## config.mk

```make
export PLATFORM = sky130hd
export DESIGN_NAME = ougis_top
export DESIGN_NICKNAME = d
export VERILOG_FILES = /design/src/ougis_pkg.sv /design/src/ougis_top.sv /design/src/ougis_prio_enc.sv
export VERILOG_INCLUDE_DIRS = /design/src
export SDC_FILE = /design/constraint.sdc
export NUM_CORES = 1
export LEC_CHECK = 0
export BUFFER_PORTS_ARGS = -buffer_cell sky130_fd_sc_hd__clkbuf_2
export CORE_ASPECT_RATIO = 1.4
export CORE_UTILIZATION = 35
export CTS_CLUSTER_DIAMETER = 100
export CTS_CLUSTER_SIZE = 8
export DETAILED_ROUTE_END_ITERATION = 8
export GPL_TIMING_DRIVEN = 1
export PLACE_DENSITY = 0.74
export SLEW_MARGIN = 20
export SYNTH_ARGS = -nofsm -noshare
export SYNTH_HDL_FRONTEND = slang
export SYNTH_SLANG_ARGS = --single-unit
export TNS_END_PERCENT = 30
```

## constraint.sdc

```tcl
create_clock -name clk -period 1.7 [get_ports clk]
set_input_delay 0.085 -clock clk [delete_from_list [all_inputs] [get_ports clk]]
set_output_delay 0.085 -clock clk [all_outputs]
set_load 0.01 [all_outputs]
```

## src/ougis_regs.svh

```systemverilog
// Purpose: addresses, codes and reset values of the global interrupt source block
// Assumes: byte-wide host bus, 256-byte register space
// Notes: included by the top and the priority encoder design files of the block
//
// Functional notes
// - four consecutive byte registers: flags, three locators
// - all four registers read zero after reset
// - no extra per-channel masking in global registers
// - flag bit N set while channel N pending
// - flag clears when cause-removing register read
// - three locators form 24-bit, 3-bit per channel
// - report highest-priority active source code
// - timer code 7 only in channel 0
// - timer and wake-up have own enables; the wake-up here is masked by all eight sleep enables instead
// - wake-up only after all eight channels slept
// - code 000 none or wake-up; 5,6 unused
// - code 001 rx ready or line status
// - rx ready clears when FIFO below trigger
// - code 010 rx time-out, same clearing
// - code 011 tx ready, cleared by status read
// - code 100 modem delta, cleared by modem read
// - code 100 special char, cleared by status read
// - timer time-out cleared by timer command read
// - global registers at 0x80 upward
`ifndef OUGIS_REGS_SVH
`define OUGIS_REGS_SVH

`define OUGIS_NUM_CH        8
`define OUGIS_CODE_W        3
`define OUGIS_ADDR_PENDING  8'h80
`define OUGIS_ADDR_SRC_LOW  8'h81
`define OUGIS_ADDR_SRC_MID  8'h82
`define OUGIS_ADDR_SRC_HIGH 8'h83
`define OUGIS_ADDR_TMR_CMD  8'h84
`define OUGIS_DEV_SPACE_BIT 7
`define OUGIS_OFS_STATUS    4'h2
`define OUGIS_OFS_LINE      4'h5
`define OUGIS_OFS_MODEM     4'h6
`define OUGIS_REG_RESET     8'h00
`define OUGIS_SRC_RESET     24'h000000
`define OUGIS_CODE_NONE     3'h0
`define OUGIS_CODE_RX       3'h1
`define OUGIS_CODE_RX_TMO   3'h2
`define OUGIS_CODE_TX       3'h3
`define OUGIS_CODE_MODEM    3'h4
`define OUGIS_CODE_TIMER    3'h7

`endif

```

## src/ougis_pkg.sv

```systemverilog
// Purpose: shared types of the global interrupt source block
// Assumes: ougis_regs.svh holds the numbers
// Notes: one source struct per channel
package ougis_pkg;

    // raw causes from one channel, already gated by its own enable register
    typedef struct packed {
        logic       rx_ready;
        logic       rx_timeout;
        logic [3:0] line_err;
        logic       tx_ready_evt;
        logic       modem_evt;
        logic       special_evt;
    } ougis_chan_src_s;

    // held causes seen by the priority encoder
    typedef struct packed {
        logic rx_ready;
        logic line_err;
        logic rx_timeout;
        logic tx_ready;
        logic modem;
        logic special;
        logic timer;
        logic wake;
    } ougis_cause_s;

    typedef logic [2:0] ougis_code_t;

endpackage : ougis_pkg

```

## src/ougis_top.sv

```systemverilog
// Purpose: global pending flags and source locators for eight channels
// Assumes: host reads are one-cycle strobes with a stable address
// Notes: reads of channel status registers are snooped to clear causes
`timescale 1ns/1ps
`default_nettype none
`include "ougis_regs.svh"
module ougis_top #(
    parameter int NUM_CH = `OUGIS_NUM_CH,
    parameter int CODE_W = `OUGIS_CODE_W
) (
    // clock and reset
    input  wire logic                              clk,
    input  wire logic                              rst_n,
    // host read port
    input  wire logic [7:0]                        bus_addr,
    input  wire logic                              bus_rd,
    output logic      [7:0]                        rd_data,
    output logic                                   rd_valid,
    // channel causes
    input  wire ougis_pkg::ougis_chan_src_s [7:0]  ch_src,
    // timer
    input  wire logic                              timer_timeout,
    input  wire logic                              timer_irq_en,
    // sleep
    input  wire logic [7:0]                        sleep_enable,
    input  wire logic [7:0]                        ch_asleep,
    // status views
    output logic      [7:0]                        pending_flags,
    output logic      [23:0]                       source_locator,
    output logic                                   irq_out
);
    import ougis_pkg::*;

    // register layout is fixed at eight channels of three bits
    if (NUM_CH != 8) begin : g_bad_ch
        $error("ougis_top: NUM_CH must be 8");
    end
    if (CODE_W != 3) begin : g_bad_code
        $error("ougis_top: CODE_W must be 3");
    end

    // snooped read strobes
    logic              rd_chan_space;
    logic [2:0]        rd_chan;
    logic [3:0]        rd_ofs;
    logic [7:0]        rd_status;
    logic [7:0]        rd_line;
    logic [7:0]        rd_modem;
    logic              rd_tmr_cmd;

    // held causes
    logic [7:0]        line_reg;
    logic [7:0]        tx_reg;
    logic [7:0]        modem_reg;
    logic [7:0]        special_reg;
    logic              timer_reg;
    logic              wake_reg;
    logic              all_asleep_reg;
    logic              all_asleep;
    logic              wake_evt;

    // encoder results
    ougis_cause_s [7:0] cause;
    ougis_code_t  [7:0] code;
    logic [7:0]         pend;
    logic [23:0]        src_next;
    logic [7:0]         rd_next;

    assign rd_chan_space = bus_rd && !bus_addr[`OUGIS_DEV_SPACE_BIT];
    assign rd_chan       = bus_addr[6:4];
    assign rd_ofs        = bus_addr[3:0];
    assign rd_tmr_cmd    = bus_rd && (bus_addr == `OUGIS_ADDR_TMR_CMD);

    genvar n;
    generate
        for (n = 0; n < 8; n++) begin : g_ch
            logic sel;
            logic line_set;

            assign sel = rd_chan_space && (rd_chan == 3'(n));
            assign rd_status[n] = sel && (rd_ofs == `OUGIS_OFS_STATUS);
            assign rd_line[n]   = sel && (rd_ofs == `OUGIS_OFS_LINE);
            assign rd_modem[n]  = sel && (rd_ofs == `OUGIS_OFS_MODEM);

            // line status is the OR of four error bits
            assign line_set = |ch_src[n].line_err;

            // set beats a clear in the same cycle so no event is lost
            always_ff @(posedge clk)
            begin
                if (!rst_n)
                    line_reg[n] <= 1'b0;
                else if (line_set)
                    line_reg[n] <= 1'b1;
                else if (rd_line[n])
                    line_reg[n] <= 1'b0;
            end

            always_ff @(posedge clk)
            begin
                if (!rst_n)
                    tx_reg[n] <= 1'b0;
                else if (ch_src[n].tx_ready_evt)
                    tx_reg[n] <= 1'b1;
                else if (rd_status[n])
                    tx_reg[n] <= 1'b0;
            end

            always_ff @(posedge clk)
            begin
                if (!rst_n)
                    modem_reg[n] <= 1'b0;
                else if (ch_src[n].modem_evt)
                    modem_reg[n] <= 1'b1;
                else if (rd_modem[n])
                    modem_reg[n] <= 1'b0;
            end

            always_ff @(posedge clk)
            begin
                if (!rst_n)
                    special_reg[n] <= 1'b0;
                else if (ch_src[n].special_evt)
                    special_reg[n] <= 1'b1;
                else if (rd_status[n])
                    special_reg[n] <= 1'b0;
            end

            // fifo levels come straight in; they drop as the host drains
            assign cause[n].rx_ready   = ch_src[n].rx_ready;
            assign cause[n].rx_timeout = ch_src[n].rx_timeout;
            assign cause[n].line_err   = line_reg[n];
            assign cause[n].tx_ready   = tx_reg[n];
            assign cause[n].modem      = modem_reg[n];
            assign cause[n].special    = special_reg[n];
            // timer and wake-up only ever land on channel 0
            assign cause[n].timer      = (n == 0) ? timer_reg : 1'b0;
            assign cause[n].wake       = (n == 0) ? wake_reg : 1'b0;

            ougis_prio_enc #(
                .HAS_TIMER (n == 0)
            ) u_enc (
                .cause     (cause[n]),
                .code      (code[n]),
                .pending   (pend[n])
            );

            // channel n fills bits 3n+2 down to 3n
            assign src_next[3*n +: 3] = code[n];
        end
    endgenerate

    // timer mask is its own enable, not a channel enable
    always_ff @(posedge clk)
    begin
        if (!rst_n)
            timer_reg <= 1'b0;
        else if (timer_timeout && timer_irq_en)
            timer_reg <= 1'b1;
        else if (rd_tmr_cmd)
            timer_reg <= 1'b0;
    end

    // wake-up arms only while every channel sleeps
    assign all_asleep = &ch_asleep;

    always_ff @(posedge clk)
    begin
        if (!rst_n)
            all_asleep_reg <= 1'b0;
        else
            all_asleep_reg <= all_asleep;
    end

    // sleep enable of all channels doubles as the wake-up mask
    assign wake_evt = all_asleep_reg && !all_asleep && (&sleep_enable);

    always_ff @(posedge clk)
    begin
        if (!rst_n)
            wake_reg <= 1'b0;
        else if (wake_evt)
            wake_reg <= 1'b1;
        else if (rd_status[0])
            wake_reg <= 1'b0;
    end

    // flags straight from causes; no global mask stage
    always_ff @(posedge clk)
    begin
        if (!rst_n)
            pending_flags <= `OUGIS_REG_RESET;
        else
            pending_flags <= pend;
    end

    always_ff @(posedge clk)
    begin
        if (!rst_n)
            source_locator <= `OUGIS_SRC_RESET;
        else
            source_locator <= src_next;
    end

    // taken from the same next value so it tracks the flags exactly
    always_ff @(posedge clk)
    begin
        if (!rst_n)
            irq_out <= 1'b0;
        else
            irq_out <= |pend;
    end

    // read mux over the four consecutive global registers
    always_comb
    begin
        unique case (bus_addr)
            `OUGIS_ADDR_PENDING:  rd_next = pending_flags;
            `OUGIS_ADDR_SRC_LOW:  rd_next = source_locator[7:0];
            `OUGIS_ADDR_SRC_MID:  rd_next = source_locator[15:8];
            `OUGIS_ADDR_SRC_HIGH: rd_next = source_locator[23:16];
            default:              rd_next = `OUGIS_REG_RESET;
        endcase
    end

    // other addresses belong to other blocks and get no answer here
    always_ff @(posedge clk)
    begin
        if (!rst_n)
        begin
            rd_data  <= `OUGIS_REG_RESET;
            rd_valid <= 1'b0;
        end
        else
        begin
            rd_valid <= bus_rd && (bus_addr[7:2] == 6'(`OUGIS_ADDR_PENDING >> 2));
            if (bus_rd)
                rd_data <= rd_next;
        end
    end

endmodule : ougis_top
`default_nettype wire

```

## src/ougis_prio_enc.sv

```systemverilog
// Purpose: picks one channel's reported source code and pending state
// Assumes: causes are held flags of one channel
// Notes: timer cause is honoured only where HAS_TIMER is set
`timescale 1ns/1ps
`default_nettype none
`include "ougis_regs.svh"
module ougis_prio_enc #(
    parameter bit HAS_TIMER = 1'b0
) (
    // held causes
    input  wire ougis_pkg::ougis_cause_s cause,
    // result
    output ougis_pkg::ougis_code_t       code,
    output logic                         pending
);
    import ougis_pkg::*;

    logic timer_ok;

    assign timer_ok = HAS_TIMER && cause.timer;

    always_comb
    begin
        // first match wins, highest priority first
        if (cause.rx_ready || cause.line_err)
            code = `OUGIS_CODE_RX;
        else if (cause.rx_timeout)
            code = `OUGIS_CODE_RX_TMO;
        else if (cause.tx_ready)
            code = `OUGIS_CODE_TX;
        else if (cause.modem || cause.special)
            code = `OUGIS_CODE_MODEM;
        else if (timer_ok)
            code = `OUGIS_CODE_TIMER;
        else
            code = `OUGIS_CODE_NONE;
    end

    // wake-up pends with code none
    assign pending = cause.rx_ready | cause.line_err | cause.rx_timeout
                   | cause.tx_ready | cause.modem | cause.special
                   | timer_ok | cause.wake;

endmodule : ougis_prio_enc
`default_nettype wire

```

After elaboration in Yosys (flattened, before gate mapping)

Cells that the tools add are included.

Equal/unequal tests: 16
Mux-type cells: 93
Bitwise operators: 43
Reductions and logical operators: 118

Operators by type and width:

| operator                                                              | number |
|---|---|
| 2-bit nonzero test                                                    | 34 |
| 1-bit two-way mux                                                     | 67 |
| 4-bit OR reduction                                                    | 16 |
| 1-bit OR                                                              | 42 |
| 8-bit equality test, second input constant                            | 5 |
| 1-bit logical AND                                                     | 38 |
| 2-bit two-way mux                                                     | 16 |
| 8-bit case mux with 4 select lines                                    | 1 |
| 3-bit two-way mux                                                     | 9 |
| 1-bit logical OR                                                      | 16 |
| 8-bit AND reduction                                                   | 2 |
| 2-bit OR reduction                                                    | 8 |
| 3-bit equality test, second input constant                            | 4 |
| 4-bit by 3-bit equality test with 1-bit output, second input constant | 2 |
| 8-bit OR reduction                                                    | 1 |
| 3-bit by 2-bit equality test with 1-bit output, second input constant | 2 |
| 6-bit equality test, second input constant                            | 1 |
| 4-bit by 2-bit equality test with 1-bit output, second input constant | 1 |
| 3-bit by 1-bit equality test with 1-bit output, second input constant | 1 |
| 3-bit zero test                                                       | 1 |
| 1-bit zero test                                                       | 2 |
| 1-bit NOT                                                             | 1 |

Bits in registers: 77
Input port bits: 101
Output and inout bits: 42
Logic and storage cells: 326

Depth between registers and ports, before layout

Depth after elaboration: 8
Mapped depth: 5
Gate-level depth less buffers: 4

Modules after synthesis

From an unflattened synthesis, not the netlist that was laid out.

Cell total of the unflattened synthesis: 377
Area, all modules: 3273.1 µm²

Modules (own cells, without submodules):

| module                              | instances | cells an instance | area each (µm²) |
|---|---|---|---|
| ougis_top                           | 1         | 311               | 2910.3 |
| ougis_prio_enc at g_ch[1].u_enc ... | 7         | 8                 | 42.5 |
| ougis_prio_enc at g_ch[0].u_enc     | 1         | 10                | 65.1 |

Least setup slack after synthesis

OpenSTA, ideal clock, no wires.

Path type: input port to flip-flop
From: input port bus_addr[5]
To: register timer_reg
Setup time: 0.117 ns
Data arrival time: 1.255 ns
Required time: 1.583 ns
Path slack: 0.328 ns
Cell stages on the path: 5
Buffers on the path: 1
Cells stage by stage: buf_6 > or4_4 > or4_1 > a22oi_2 > nor2b_1

Cells in the longest elaborated chain, start to end: 3

RTL lines:

| item                                 | line             | source |
|---|---|---|
| start, declared                      | ougis_top.sv:15  | `input wire logic [7:0] bus_addr,` |
| 8-bit equality test (no source line) | -                |  |
| 1-bit logical AND                    | ougis_top.sv:72  | `` assign rd_tmr_cmd = bus_rd && (bus_addr == `OUGIS_ADDR_TMR_CMD); `` |
| 2-bit nonzero test (no source line)  | -                |  |
| end signal, assigned                 | ougis_top.sv:157 | `timer_reg <= 1'b0;` |
| end signal, assigned                 | ougis_top.sv:159 | `timer_reg <= 1'b1;` |
| end signal, assigned                 | ougis_top.sv:161 | `timer_reg <= 1'b0;` |
| end, declared                        | ougis_top.sv:56  | `logic timer_reg;` |

Every way passes these cells.
A chain may end at the register's enable or synchronous reset.

Worst setup path after layout

From: input port ch_src[70] (netlist name)
To: register irq_out

Cells in the longest elaborated chain, start to end: 5

RTL lines:

| item                  | line                 | source |
|---|---|---|
| start, declared       | ougis_top.sv:20      | `input wire ougis_pkg::ougis_chan_src_s [7:0] ch_src,` |
| 1-bit OR              | ougis_prio_enc.sv:40 | `assign pending = cause.rx_ready \| cause.line_err \| cause.rx_timeout` |
| 1-bit OR (3 in a row) | ougis_prio_enc.sv:41 | `\| cause.tx_ready \| cause.modem \| cause.special` |
| 8-bit OR reduction    | ougis_top.sv:211     | `irq_out <= \|pend;` |
| end signal, assigned  | ougis_top.sv:211     |  |
| end, declared         | ougis_top.sv:30      | `output logic irq_out` |

Every way passes these cells.

==> flow_metrics.py <==
metrics = {
    "run_status": {
        "outcome": "complete, no violations",
    },
    "die": {
        "initial_core_util": 0.364,
        "placement_rows": 40,
        "overall_die_height_um": 114,
        "core-area_mm2": 0.00861,
        "io-pin-count": 143,
        "fp.dieArea_mm2": 0.00933,
        "chipWidth_um": 81.9,
    },
    "sta": {
        "final-hold-violation-count": 0,
        "period_minus_slack_ns": 1.29,
        "max_clock_freq_ghz": 0.773,
        "unrepaired_setup_endpoints_after_global_routing": "no",
        "finalClockSkew_ns": 0.00467,
        "timing.final.setup_violations": 0,
        "final.hold.worst_slack_ns": 0.00980,
        "finalCritPeriodShare": 0.761,
        "fin_setup_tns_ns": 0,
        "slew_violations": 0,
        "worstMarginPinSlew_ns": 0.494,
        "max-slew-margin-rel": 0.670,
    },
    "global_route": {
        "antenna_violations_before_repair": 0,
        "grt_start_max_net_pins": 41,
        "grt_overflow_total": 0,
        "grt_pass1_vias": 2993,
        "gr_util_all_layers": 0.202,
        "wire_length_of_the_first_global_routing_pass_mm": 14.0,
    },
    "min_path": {
        "worstHoldPathType": "in -> reg",
        "worstHoldPathCells": 3,
    },
    "cells_and_area": {
        "syn_to_final_growth_pct": 45.7,
        "final_net_count": 603,
        "postLayoutCellArea_mm2": 0.00456,
        "final_core_utilization": 0.530,
        "max_ffs_per_register": 32,
        "filler_cell_count": 802,
        "n_antenna_cell": 0,
        "drive_gt1_frac": 0.347,
    },
    "synth": {
        "synth.yosys.seq_area_share": 0.492,
        "netlist.area_leader.share": 0.492,
        "syn-num-nets": 428,
        "ys_ff_latch": 77,
        "synth_top_area_cell": "sky130_fd_sc_hd__dfxtp_1",
        "synth.distinct_cells": 31,
        "mean_post_synth_cell_area_um2": 9.57,
        "synth.area.top_cells": "sky130_fd_sc_hd__dfxtp_1, sky130_fd_sc_hd__a21boi_0, sky130_fd_sc_hd__mux4_2",
        "synth_warnings": 0,
        "cell_area_after_technology_mapping_mm2": 0.00313,
        "post_synth_inst_count": 327,
    },
    "power_and_ir_drop": {
        "p_leak_nw": 2.00,
        "irDropWorstVdd_mv": 0.538,
        "p_per_area_mw_per_mm2": 936,
    },
    "cts": {
        "post_cts.resized_instances": 0,
        "clkSlewWorstSetupHoldPaths_ns": 0.06,
        "sinks_on_the_clock_net": 77,
        "clock_latency_ns": 0.33,
        "cts_tree": "yes",
        "total_setup_buffers_inserted_after_cts": 0,
        "cts_max_path_buffers": 2,
        "hold_buffers": 31,
        "cts.htree.levels": 3,
        "cts_inserted_buffers": 9,
        "cts.root.buffer_cell": "sky130_fd_sc_hd__clkbuf_16",
    },
    "worst_setup_path": {
        "cp_max_fo": 3,
        "critical_path_class": "in -> reg",
        "critical_path.endpoint_type": "flip-flop",
        "ff2ff_path_depth": 4,
        "startpoint_type": "input port",
        "cp_data_required_time_ns": 1.90,
        "cp_data_arrival_time_ns": 1.49,
    },
    "route": {
        "drt_pre_antenna_iters": 4,
        "drt.antenna.violating_nets": 0,
        "routed_via_density": 4.95,
        "aggregate_routed_wire_length_mm": 9.09,
        "wl_per_cell_um": 14.9,
        "route.vias.total": 3027,
        "drt-initial-drc-count": 194,
        "number_of_remaining_drc_errors": 0,
    },
    "place": {
        "post_dp_cell_area_mm2": 0.00396,
        "port_buffers": 142,
        "detailedPlacementHpwl_mm": 7.12,
        "gp_congestion": 0.836,
    },
    "flow_run": {
        "maxCapViolCount": 0,
    },
}
## area by class of cell
type,instances,area [µm²],area share
inverter,1,3.75,0.000823
multi-input combinational,234,1520,0.333
timing repair buffer,179,1080,0.236
tap,105,131,0.0288
clock buffer,12,256,0.0562
sequential,77,1540,0.338
clock inverter,4,31.3,0.00686
## critical path, stage by stage
cell and delay [ns]:
sky130_fd_sc_hd__dlygate4sd3_1 0.55, sky130_fd_sc_hd__clkbuf_2 0.13, sky130_fd_sc_hd__nor2_1 0.14, sky130_fd_sc_hd__nand3_1 0.17, sky130_fd_sc_hd__nor4_1 0.28, sky130_fd_sc_hd__a21boi_0 0.14
## worst paths after layout
| check | from | end | slack [ns] |
|---|---|---|---|
| worst min register to register | wake_reg | wake_reg | 0.48 |
| worst max-delay path | ch_src[70] | irq_out | 0.41 |
| worst max register to register | timer_reg | irq_out | 0.42 |
| worst min-delay path | ch_src[37] | cause[35] | 0.01 |
## cell usage after synthesis, drive strengths merged
library cell	count
and4bb	1
nand3	15
nor3	3
inv	1
and3b	1
a21oi	19
o21a	15
nand4	5
clkbuf	12
and2	15
o21ai	9
nor4b	1
mux4	8
nor3b	1
or4	3
and3	1
and2b	1
or3b	1
dfxtp	77
a22oi	1
nand2b	8
a21boi	32
nor4	18
buf	3
nor2b	27
nand2	17
nor2	32
## metrics by stage
stage               setup WS, ns  cells  power, mW
finish                     0.407    612       4.27
global route               0.256    612       4.43
CTS                        0.425    612       4.30
detailed placement         0.217    565       2.45
global placement           0.246    565       2.43
floorplan                  0.328    327       2.21
## layout by cell type (no fill, tap or decap), types with 5 or more instances in the layout
cell                            instances
sky130_fd_sc_hd__a21boi_0              31
sky130_fd_sc_hd__a21oi_1               19
sky130_fd_sc_hd__and2_1                15
sky130_fd_sc_hd__buf_4                  5
sky130_fd_sc_hd__clkbuf_16              9
sky130_fd_sc_hd__clkbuf_2             142
sky130_fd_sc_hd__dfxtp_1               77
sky130_fd_sc_hd__dlygate4sd3_1         31
sky130_fd_sc_hd__mux4_2                 8
sky130_fd_sc_hd__nand2_1               17
sky130_fd_sc_hd__nand2b_1               8
sky130_fd_sc_hd__nand3_1               15
sky130_fd_sc_hd__nand4_1                5
sky130_fd_sc_hd__nor2_1                32
sky130_fd_sc_hd__nor2b_1               27
sky130_fd_sc_hd__nor4_1                18
sky130_fd_sc_hd__o21a_1                15
sky130_fd_sc_hd__o21ai_0                9
## cells by family after synthesis
kind of cell           share of synthesized area
buffers and inverters                     0.0224
AO/OA/AOI/OAI                              0.161
multiplexers                              0.0576
flip-flops                                 0.492
AND/OR/NAND/NOR                            0.266
## metal layers
| layer | global-route usage | up-vias | part of all wire |
|---|---|---|---|
| li1 | - | 1510 | - |
| met4 | 0.0912 | 0 | 0.026 |
| met3 | 0.0384 | 18 | 0.055 |
| met2 | 0.361 | 95 | 0.53 |
| met1 | 0.225 | 1404 | 0.39 |
| met5 | 0 | - | 0 |
## report_power, final
group / internal (mW) / total, mW / switching [mW]
registers: 1.90 / 1.96 / 0.0590
logic: 0.280 / 0.510 / 0.230
clock network: 1.08 / 1.80 / 0.727
(Power assumes the default switching activity.)
